**config.mk**
```make
export PLATFORM = sky130hd
export DESIGN_NAME = wdt_power_ctrl
export DESIGN_NICKNAME = d
export VERILOG_FILES = /design/src/design/wdt_prescaler.v /design/src/design/wdt_power_ctrl.v
export VERILOG_INCLUDE_DIRS = /design/src /design/src/design
export SDC_FILE = /design/constraint.sdc
export NUM_CORES = 1
export LEC_CHECK = 0
export BUFFER_PORTS_ARGS = -buffer_cell sky130_fd_sc_hd__buf_2
export CAP_MARGIN = 20
export CORE_MARGIN = 1
export CORE_UTILIZATION = 50
export CTS_BUF_LIST = sky130_fd_sc_hd__clkbuf_4
export DETAILED_ROUTE_END_ITERATION = 12
export PLACE_DENSITY = 0.75
export REMOVE_ABC_BUFFERS = 1
export SLEW_MARGIN = 20
export SYNTH_ARGS = -nofsm -noshare
export SYNTH_HDL_FRONTEND = slang
export SYNTH_SLANG_ARGS = --single-unit
```
**constraint.sdc**
```tcl
create_clock -name clk -period 1.9 [get_ports clk]
set_input_delay 0.38 -clock clk [delete_from_list [all_inputs] [get_ports clk]]
set_output_delay 0.38 -clock clk [all_outputs]
set_load 0.01 [all_outputs]
```
**src/design/wdt_pwr_defs.vh**
```
// Constants for the power mode and watchdog supervisor block
// What this block does
// - Idle keeps timers and serial controller clocked, CPU stops.
// - Idle and power-down keep CPU state, registers and RAM unchanged.
// - Enabled interrupt or reset ends idle; hardware clears idle select.
// - After wake service, execution resumes after the entering instruction.
// - Power-down stops the clock to the whole core and peripherals.
// - Enabled interrupt or reset ends power-down; hardware clears its select.
// - Address latch strobe stays static during power-down.
// - Enabled watchdog resets the core when not reloaded in time.
// - Interval is (256 - reload value) times 12287 clocks.
// - Key 55H disables the watchdog; any other key enables it.
// - Key register holds 00H after reset.
// - First load-enable set enables watchdog; only reset clears that.
// - Load-enable precedes reload write; hardware then clears load-enable.
// - Reload register reads 00H after reset.
// - In emulation mode a watchdog reset resets the entire chip.
// - Power control bit 0 selects idle, bit 1 power-down; resets 00H.
`ifndef WDT_PWR_DEFS_VH
`define WDT_PWR_DEFS_VH

// ----------------------------------------------------------------
// Register byte addresses
// ----------------------------------------------------------------
`define ADDR_POWER_CONTROL_REGISTER_REG 6'h00
`define ADDR_KEY_REG 6'h04
`define ADDR_RELOAD_REG 6'h08
`define ADDR_STATUS_REG 6'h0C
`define ADDR_IRQ_STAT 6'h10
`define ADDR_IRQ_MASK 6'h14
`define ADDR_COUNT_REG 6'h18

// ----------------------------------------------------------------
// Fields and values
// ----------------------------------------------------------------
`define BIT_IDLE 0
`define BIT_PDOWN 1
`define BIT_LOADEN 4
`define POWER_CONTROL_REGISTER_RESET 8'h00
`define KEY_RESET 8'h00
`define RELOAD_RESET 8'h00
`define KEY_DISABLE 8'h55
`define PRESCALE_CYCLES 14'd12287
`define PRESCALE_LAST 14'd12286
`define COUNT_TOP 9'h100
`define EV_WAKE 0
`define EV_WDRESET 1
`define EV_WIDTH 2
`define WDRST_CYCLES 4'h8

`endif

```
**src/design/wdt_prescaler.v**
```verilog
// Prescaler producing one tick every 12287 clocks, restartable
`timescale 1ns/1ps
`default_nettype none
`include "wdt_pwr_defs.vh"

module wdt_prescaler (
  // Clock and reset
  input wire clk,
  input wire rst_n,
  // Control
  input wire run,
  input wire restart,
  // Tick out
  output reg tick
);

  reg [13:0] count;

  // ----------------------------------------------------------------
  // Divider
  // ----------------------------------------------------------------
  // Restart realigns the step so a reload gets full-length intervals
  always @(posedge clk or negedge rst_n) begin
    if (!rst_n) begin
      count <= 14'h0000;
      tick <= 1'b0;
    end else if (restart || !run) begin
      count <= 14'h0000;
      tick <= 1'b0;
    end else if (count == `PRESCALE_LAST) begin
      count <= 14'h0000;
      tick <= 1'b1;
    end else begin
      count <= count + 14'h0001;
      tick <= 1'b0;
    end
  end

endmodule
`default_nettype wire

```
**src/design/wdt_power_ctrl.v**
```verilog
// Power mode control and keyed watchdog supervisor with Wishbone slave
`timescale 1ns/1ps
`default_nettype none
`include "wdt_pwr_defs.vh"

module wdt_power_ctrl (
  // Clock and reset
  input wire clk,
  input wire rst_n,
  // Wishbone slave
  input wire wb_cyc_i,
  input wire wb_stb_i,
  input wire wb_we_i,
  input wire [5:0] wb_adr_i,
  input wire [3:0] wb_sel_i,
  input wire [31:0] wb_dat_i,
  output reg [31:0] wb_dat_o,
  output wire wb_ack_o,
  // Core side
  input wire wakeIrq,
  input wire returnFromInterrupt,
  input wire emulationMode,
  output wire cpuClockEnable,
  output wire periphClockEnable,
  output wire addressLatchHold,
  output wire wakeToService,
  output wire resumeAfterSleep,
  output reg coreReset,
  output reg chipReset,
  // Interrupt
  output wire irq
);

  // ----------------------------------------------------------------
  // Input synchronisers
  // ----------------------------------------------------------------
  reg [2:0] syncA;
  reg [2:0] syncB;
  wire wakeS = syncB[0];
  wire retiS = syncB[1];
  wire emuS = syncB[2];

  // Wake and return lines come from outside; two stages each
  always @(posedge clk or negedge rst_n) begin
    if (!rst_n) begin
      syncA <= 3'h0;
      syncB <= 3'h0;
    end else begin
      syncA <= {emulationMode, returnFromInterrupt, wakeIrq};
      syncB <= syncA;
    end
  end

  // ----------------------------------------------------------------
  // Bus decode
  // ----------------------------------------------------------------
  reg ackQ;
  wire req = wb_cyc_i && wb_stb_i && !ackQ;
  wire wrLow = req && wb_we_i && wb_sel_i[0];
  wire rdReq = req && !wb_we_i;
  assign wb_ack_o = ackQ;

  // One-cycle registered answer; ack drops the cycle after
  always @(posedge clk or negedge rst_n) begin
    if (!rst_n)
      ackQ <= 1'b0;
    else
      ackQ <= req;
  end

  // ----------------------------------------------------------------
  // Registers
  // ----------------------------------------------------------------
  reg [7:0] powerControl;
  reg [7:0] watchdogKey;
  reg [7:0] reloadValue;
  reg supervisorEnabled;
  reg [8:0] intervalLeft;
  reg [`EV_WIDTH-1:0] irqStatus;
  reg [`EV_WIDTH-1:0] irqMask;
  reg sleeping;
  reg [3:0] rstCount;

  wire wrPcon = wrLow && (wb_adr_i == `ADDR_POWER_CONTROL_REGISTER_REG);
  wire wrKey = wrLow && (wb_adr_i == `ADDR_KEY_REG);
  wire wrReload = wrLow && (wb_adr_i == `ADDR_RELOAD_REG);
  wire wrMask = wrLow && (wb_adr_i == `ADDR_IRQ_MASK);
  wire rdStat = rdReq && (wb_adr_i == `ADDR_IRQ_STAT);

  wire idleSelect = powerControl[`BIT_IDLE];
  wire powerdownSelect = powerControl[`BIT_PDOWN];
  wire reloadPermit = powerControl[`BIT_LOADEN];
  wire keyOpen = (watchdogKey != `KEY_DISABLE);
  wire dogRunning = supervisorEnabled && keyOpen;
  wire doLoad = wrReload && reloadPermit;
  wire wakeHit = wakeS && (idleSelect || powerdownSelect);
  wire expire;
  wire tick;

  // Power control: software sets modes, a wake clears both selects
  always @(posedge clk or negedge rst_n) begin
    if (!rst_n) begin
      powerControl <= `POWER_CONTROL_REGISTER_RESET;
    end else begin
      if (wrPcon)
        powerControl <= wb_dat_i[7:0];
      if (wakeS) begin
        powerControl[`BIT_IDLE] <= 1'b0;
        powerControl[`BIT_PDOWN] <= 1'b0;
      end
      // The hardware clear wins over a same-cycle software write
      if (doLoad)
        powerControl[`BIT_LOADEN] <= 1'b0;
    end
  end

  // Enable latch: first load-enable set arms it until reset
  always @(posedge clk or negedge rst_n) begin
    if (!rst_n)
      supervisorEnabled <= 1'b0;
    else if (wrPcon && wb_dat_i[`BIT_LOADEN])
      supervisorEnabled <= 1'b1;
  end

  // Key and reload value registers
  always @(posedge clk or negedge rst_n) begin
    if (!rst_n) begin
      watchdogKey <= `KEY_RESET;
      reloadValue <= `RELOAD_RESET;
    end else begin
      if (wrKey)
        watchdogKey <= wb_dat_i[7:0];
      if (doLoad)
        reloadValue <= wb_dat_i[7:0];
    end
  end

  // ----------------------------------------------------------------
  // Watchdog count
  // ----------------------------------------------------------------
  // Count of prescaler steps left; holds while disabled or in power-down
  wire dogClock = dogRunning && !powerdownSelect;

  wdt_prescaler prescaler (
    .clk(clk),
    .rst_n(rst_n),
    .run(dogClock),
    .restart(doLoad),
    .tick(tick)
  );

  // Interval = (256 - value) steps; reload restarts from the new value
  always @(posedge clk or negedge rst_n) begin
    if (!rst_n)
      intervalLeft <= `COUNT_TOP;
    else if (doLoad)
      intervalLeft <= `COUNT_TOP - {1'b0, wb_dat_i[7:0]};
    else if (expire)
      intervalLeft <= `COUNT_TOP - {1'b0, reloadValue};
    else if (tick && dogClock)
      intervalLeft <= intervalLeft - 9'h001;
  end

  assign expire = dogClock && tick && (intervalLeft == 9'h001);

  // Reset pulse stretcher; emulation mode routes it to the whole chip
  always @(posedge clk or negedge rst_n) begin
    if (!rst_n) begin
      rstCount <= 4'h0;
      coreReset <= 1'b0;
      chipReset <= 1'b0;
    end else begin
      if (expire)
        rstCount <= `WDRST_CYCLES;
      else if (rstCount != 4'h0)
        rstCount <= rstCount - 4'h1;
      coreReset <= (expire || rstCount > 4'h1) && !emuS;
      chipReset <= (expire || rstCount > 4'h1) && emuS;
    end
  end

  // ----------------------------------------------------------------
  // Clock gating and resume tracking
  // ----------------------------------------------------------------
  // Gate enables only; state everywhere stays in its flops
  assign cpuClockEnable = !idleSelect && !powerdownSelect;
  assign periphClockEnable = !powerdownSelect;
  assign addressLatchHold = powerdownSelect;
  assign wakeToService = wakeHit;

  // Remember a wake so the return resumes past the entering instruction
  always @(posedge clk or negedge rst_n) begin
    if (!rst_n)
      sleeping <= 1'b0;
    else if (wakeHit)
      sleeping <= 1'b1;
    else if (retiS)
      sleeping <= 1'b0;
  end
  assign resumeAfterSleep = sleeping && retiS;

  // ----------------------------------------------------------------
  // Interrupt status and mask
  // ----------------------------------------------------------------
  wire [`EV_WIDTH-1:0] events;
  assign events[`EV_WAKE] = wakeHit;
  assign events[`EV_WDRESET] = expire;

  genvar g;
  generate
    for (g = 0; g < `EV_WIDTH; g = g + 1) begin : evBits
      // A set in the clearing read's cycle wins
      always @(posedge clk or negedge rst_n) begin
        if (!rst_n)
          irqStatus[g] <= 1'b0;
        else if (events[g])
          irqStatus[g] <= 1'b1;
        else if (rdStat)
          irqStatus[g] <= 1'b0;
      end
    end
  endgenerate

  // Mask register
  always @(posedge clk or negedge rst_n) begin
    if (!rst_n)
      irqMask <= {`EV_WIDTH{1'b0}};
    else if (wrMask)
      irqMask <= wb_dat_i[`EV_WIDTH-1:0];
  end

  assign irq = |(irqStatus & irqMask);

  // ----------------------------------------------------------------
  // Read data
  // ----------------------------------------------------------------
  // Unmapped addresses read zero and still ack
  always @(posedge clk or negedge rst_n) begin
    if (!rst_n) begin
      wb_dat_o <= 32'h0000_0000;
    end else if (rdReq) begin
      case (wb_adr_i)
        `ADDR_POWER_CONTROL_REGISTER_REG: wb_dat_o <= {24'h00_0000, powerControl};
        `ADDR_KEY_REG: wb_dat_o <= {24'h00_0000, watchdogKey};
        `ADDR_RELOAD_REG: wb_dat_o <= {24'h00_0000, reloadValue};
        `ADDR_STATUS_REG: wb_dat_o <= {30'h0000_0000, dogRunning, supervisorEnabled};
        `ADDR_IRQ_STAT: wb_dat_o <= {30'h0000_0000, irqStatus};
        `ADDR_IRQ_MASK: wb_dat_o <= {30'h0000_0000, irqMask};
        `ADDR_COUNT_REG: wb_dat_o <= {23'h00_0000, intervalLeft};
        default: wb_dat_o <= 32'h0000_0000;
      endcase
    end
  end

endmodule
`default_nettype wire

```
==> results.md <==
Critical path:
- Traced cell by cell, the critical path runs through inv_2, ha_4, or4b_4, nor2_4, buf_6, a32o_1, o22a_1, a21o_1.
- The data required time at the worst endpoint is 2.28 ns.
- By startpoint and endpoint, the worst setup path is classified as register to register.
- STA classifies the critical path endpoint as a register.
- Data arrives at the worst endpoint at 2.22 ns.
- The depth of the worst register-to-register path is 8.
- The largest single stage delay on the critical path is 0.50 ns.
- The worst register-to-register path ends at intervalLeft[8].
- The slowest library cell on the worst path is sky130_fd_sc_hd__or4b_4.
- The worst-case register-to-register setup slack is 0.06 ns.
- The largest fanout of any net on the critical path is 8.
- Counting both buffers and inverters, the worst setup path holds a total of 2.
- The family of cells with the greatest summed delay on the critical path is simple AND/OR/NAND/NOR gates.
- The launch instance of the worst register-to-register path is intervalLeft[1].
- The type of element launching the critical path is a register.

Yosys:
- The main combinational cell family by area after synthesis is simple AND/OR/NAND/NOR gates.
- The post-synthesis xor/xnor area fraction is 0.0469.
- Sorting the synthesized cells by area gives the leading types as sky130_fd_sc_hd__dfrtp_1, sky130_fd_sc_hd__buf_4, sky130_fd_sc_hd__mux2_2.
- The most used flip-flop cell after synthesis is sky130_fd_sc_hd__dfrtp_1.
- The library cell occupying the most area in the post-synthesis netlist is sky130_fd_sc_hd__dfrtp_1.
- In the synthesized netlist the async set-or-reset flop fraction comes to 1.00.
- The Yosys step of the flow raised 0 warnings.
- The area fraction in compound gates after synthesis came to 0.128.
- The share of the Yosys chip area taken by registers is 0.463.
- The count of mapped cells out of synthesis is 426.
- The netlist uses 58 different library cells.
- The number of enable flip-flop cells after synthesis is 0.
- The number of flip-flops and latches in the synthesized netlist is 76.
- In this run the cell area of the synthesized design comes to 4110 um2.
- The share of synthesized area in the top cell type comes to 0.457.
- The simple-gate area share of the yosys netlist is 0.210.
- The post-synthesis adder-cell area fraction is 0.0244.
- The average instance in the mapped netlist occupies 9.64 um2.
- The mux contribution to synthesized area is 0.0561.

Layout:
- Of the cells placed in the final design, the portion with a size suffix greater than 1 is 0.283.
- Leaving out fill and tap cells, the most frequent cell in the layout is sky130_fd_sc_hd__dfrtp_1.
- The number of antenna diodes in the final layout is 0.
- The area growth from synthesis to layout is 20.8%.
- In the final design database the tool counted 573 nets.
- After routing the design area is 4960 um2.
- The count of cells in the finished layout, fillers not included, comes to 622.
- Leaving out fill and tap cells, the most frequent cells in the layout are sky130_fd_sc_hd__dfrtp_1, sky130_fd_sc_hd__nand2_1, sky130_fd_sc_hd__buf_4.

Clock tree:
- The count of clock tree sinks is 76.
- The TritonCTS clock tree is yes.
- The clock-pin transition on the worst setup and hold timing paths is 0.13 ns.
- The insertion delay of the later-clocked pin in the worst-skew pair is 0.42 ns.
- The cell sitting at the root of the clock tree is a sky130_fd_sc_hd__clkbuf_4.
- The number of CTS-inserted buffers is 9.
- Counting along the longest clock path gives a buffer depth of 2.
- The H-tree was split into 3 levels.

Route:
- The detailed router put a total of 4.25 mm of wire on met1.
- In this run the remaining antenna-violating nets after routing total 0.
- The routed design uses 417 um of met3 wire.
- The first-pass detailed-route iteration total is 5.
- The wire length on met2 is 4.92 mm.
- The final routed wirelength across all metal layers is 9.84 mm.
- The routed layout has 3,486 vias.
- Dividing the detail-routed wire length by the instance count gives 15.8 um.
- In the routed layout, each cell is associated on average with a via count of 5.60.
- After detailed routing, no signal wire sits above met4.
- The number of design rule violations left after detail routing is 0.
- The detailed router's first-iteration violation count is 230.

Run:
- Across the run, the number of max-cap violations was 0.

Timing:
- The worst relative slew slack is 0.665.
- The number of slew-limit violations in the final report was 0.
- The achievable frequency is 542 MHz.
- The tightest hold margin is 0.0551 ns.
- The portion of the clock cycle consumed by the worst path in the final layout is 0.970.
- The count of endpoints failing hold in the final timing report is 0.
- The clock arrives with 0.0130 ns of skew.
- Summed over all failing endpoints, the final setup total negative slack is 0 ns.
- The slew at the pin closest to its max-slew limit is 0.495 ns.
- The final critical delay including setup and external delays is 1.84 ns.
- The number of setup violations in the final report is 0.

Place:
- The wire-length estimate of the detail-placed layout is 7.32 mm.
- The number of placed instances, taps included is 602.
- Input and output buffers added on the ports amount to 40.
- The congestion estimate from routability-driven global placement came to 0.843.
- Summing all placed instances gives a cell area of 4720 um2.

Min path:
- The worst hold path endpoint is syncA[0].
- Counting instances, the worst hold path has a depth of 1.
- The worst hold path begins at wakeIrq.
- The class of the tightest hold or removal check is primary input to register.

Floorplanning:
- For this design the top-level I/O count stands at 91.
- The vertical die dimension is 92.6 um.
- The initial standard-cell utilization of the core is 0.523.
- The floorplan step set the die width to 92.6 um.
- The die covers 8580 um2.
- The area of the core is 7850 um2.
- The initialized floorplan defines 32 standard-cell rows.

Outcome:
- The flow ran to the end, and the final reports show no timing, DRC or antenna violations.

Power:
- The worst-case IR drop observed on VDD is 399 uV.
- The power density relative to cell area is 598 nW/um2.
- The leakage power summed over all cells is 2.34 nW.

Global route:
- The wire length of the first global-routing pass is 16.1 mm.
- The number of antenna violations at the first check in global routing is 0.
- The total global routing overflow is 0.
- The number of global-route vias before repair was 3,429.
- In the global route stage, overall resource usage came out at 0.243.
- Entering global routing, the biggest net connects 36 pins.
==> kinds of logic (layout without fill, tap and decap cells) <==
group / after synthesis / in the layout
simple gates: 167 / 167
fa+ha+maj: 8 / 8
mux: 21 / 21
xor+xnor: 22 / 22
buf+inv: 52 / 124
flops: 76 / 76
compound gates: 79 / 79
other cells: 1 / 23
==> flip-flops by register name (all words and copies together) (netlist names) <==
signal             count
prescaler.count       14
intervalLeft           9
wb_dat_o               9
powerControl           8
reloadValue            8
watchdogKey            8
rstCount               4
syncA                  3
syncB                  3
irqMask                2
irqStatus              2
chipReset              1
coreReset              1
prescaler.tick         1
sleeping               1
supervisorEnabled      1
wb_ack_o               1
==> cells in the mapped netlist (2+ instances only) <==
cell type,instances
sky130_fd_sc_hd__a211o_1,3
sky130_fd_sc_hd__a211oi_1,5
sky130_fd_sc_hd__a21o_1,3
sky130_fd_sc_hd__a21oi_1,25
sky130_fd_sc_hd__a222oi_1,6
sky130_fd_sc_hd__a22oi_1,2
sky130_fd_sc_hd__a32o_1,2
sky130_fd_sc_hd__and2_1,2
sky130_fd_sc_hd__and3_1,8
sky130_fd_sc_hd__and4_1,2
sky130_fd_sc_hd__buf_2,4
sky130_fd_sc_hd__buf_4,24
sky130_fd_sc_hd__clkbuf_1,9
sky130_fd_sc_hd__dfrtp_1,75
sky130_fd_sc_hd__ha_1,8
sky130_fd_sc_hd__inv_1,15
sky130_fd_sc_hd__mux2_2,16
sky130_fd_sc_hd__mux2i_1,5
sky130_fd_sc_hd__nand2_1,48
sky130_fd_sc_hd__nand2b_1,3
sky130_fd_sc_hd__nand3_1,13
sky130_fd_sc_hd__nand3b_1,2
sky130_fd_sc_hd__nand4_1,4
sky130_fd_sc_hd__nor2_1,41
sky130_fd_sc_hd__nor2b_1,4
sky130_fd_sc_hd__nor3_1,11
sky130_fd_sc_hd__nor3b_1,6
sky130_fd_sc_hd__nor4_1,5
sky130_fd_sc_hd__nor4b_1,2
sky130_fd_sc_hd__nor4bb_1,2
sky130_fd_sc_hd__o21a_1,3
sky130_fd_sc_hd__o21ai_0,13
sky130_fd_sc_hd__o22ai_1,5
sky130_fd_sc_hd__o31ai_1,4
sky130_fd_sc_hd__or4_1,3
sky130_fd_sc_hd__xnor2_1,9
sky130_fd_sc_hd__xor2_1,13
==> routing by layer <==
layer | track usage | vias to the layer above
met5 | 0 | -
met1 | 0.300 | 1686
met4 | 0.103 | 0
met3 | 0.0402 | 29
met2 | 0.422 | 118
li1 | - | 1653
==> worst reg2reg max path, cell delays in order (launching register included) <==
cell and delay [ns]:
sky130_fd_sc_hd__dfrtp_1 0.41, sky130_fd_sc_hd__inv_2 0.08, sky130_fd_sc_hd__ha_4 0.12, sky130_fd_sc_hd__or4b_4 0.50, sky130_fd_sc_hd__nor2_4 0.14, sky130_fd_sc_hd__buf_6 0.14, sky130_fd_sc_hd__a32o_1 0.16, sky130_fd_sc_hd__o22a_1 0.14
sky130_fd_sc_hd__a21o_1 0.12
==> what timing repair did <==
action	CTS	global route
hold buffers	1	0
endpoints found under the setup margin	6	12
buffers inserted	0	3
gates resized for setup	5	15
pin swaps	0	3
hold endpoints to repair	33	0
==> stage by stage <==
step / util / worst slack [ns] / total power, W
2_1_floorplan: - / -0.285 / 0.00183
4_1_cts: 0.623 / 0.00210 / 0.00299
3_5_place_dp: 0.601 / -0.179 / 0.00199
6_report: 0.632 / 0.0562 / 0.00297
5_1_grt: 0.632 / -0.0162 / 0.00309
3_3_place_gp: 0.601 / -0.151 / 0.00198
==> where the power goes <==
group | total, W | leakage (nW) | internal [W] | switching [W]
combinational | 0.000267 | 1.28 | 0.000103 | 0.000164
clock | 0.00101 | 0.0767 | 0.000408 | 0.000601
sequential | 0.00169 | 0.984 | 0.00166 | 0.0000273
==> how the worst max path moves through the flow <==
stage                               start               to  slack [ns]  cells past startpoint
after global routing      intervalLeft[1]  intervalLeft[0]       -0.02                      9
after floorplan               wb_adr_i[1]  powerControl[2]       -0.28                      4
after global placement        wb_adr_i[1]  powerControl[6]       -0.15                      5
final                     intervalLeft[1]  intervalLeft[8]        0.06                      8
after CTS                 intervalLeft[1]  intervalLeft[0]       0.002                      8
after detailed placement      wb_adr_i[1]  powerControl[3]       -0.18                      5
==> cell type report <==
type                    instances  area (um2)
fillers                       659        2890
clock buffers                   9        67.6
flip-flops and latches         76        1900
inverters                      15        56.3
clock inverters                 7        73.8
multi-input cells             320        2060
well taps                     102         128
repair buffers                 93         669
Note: power is estimated with default switching activity, not from simulation.
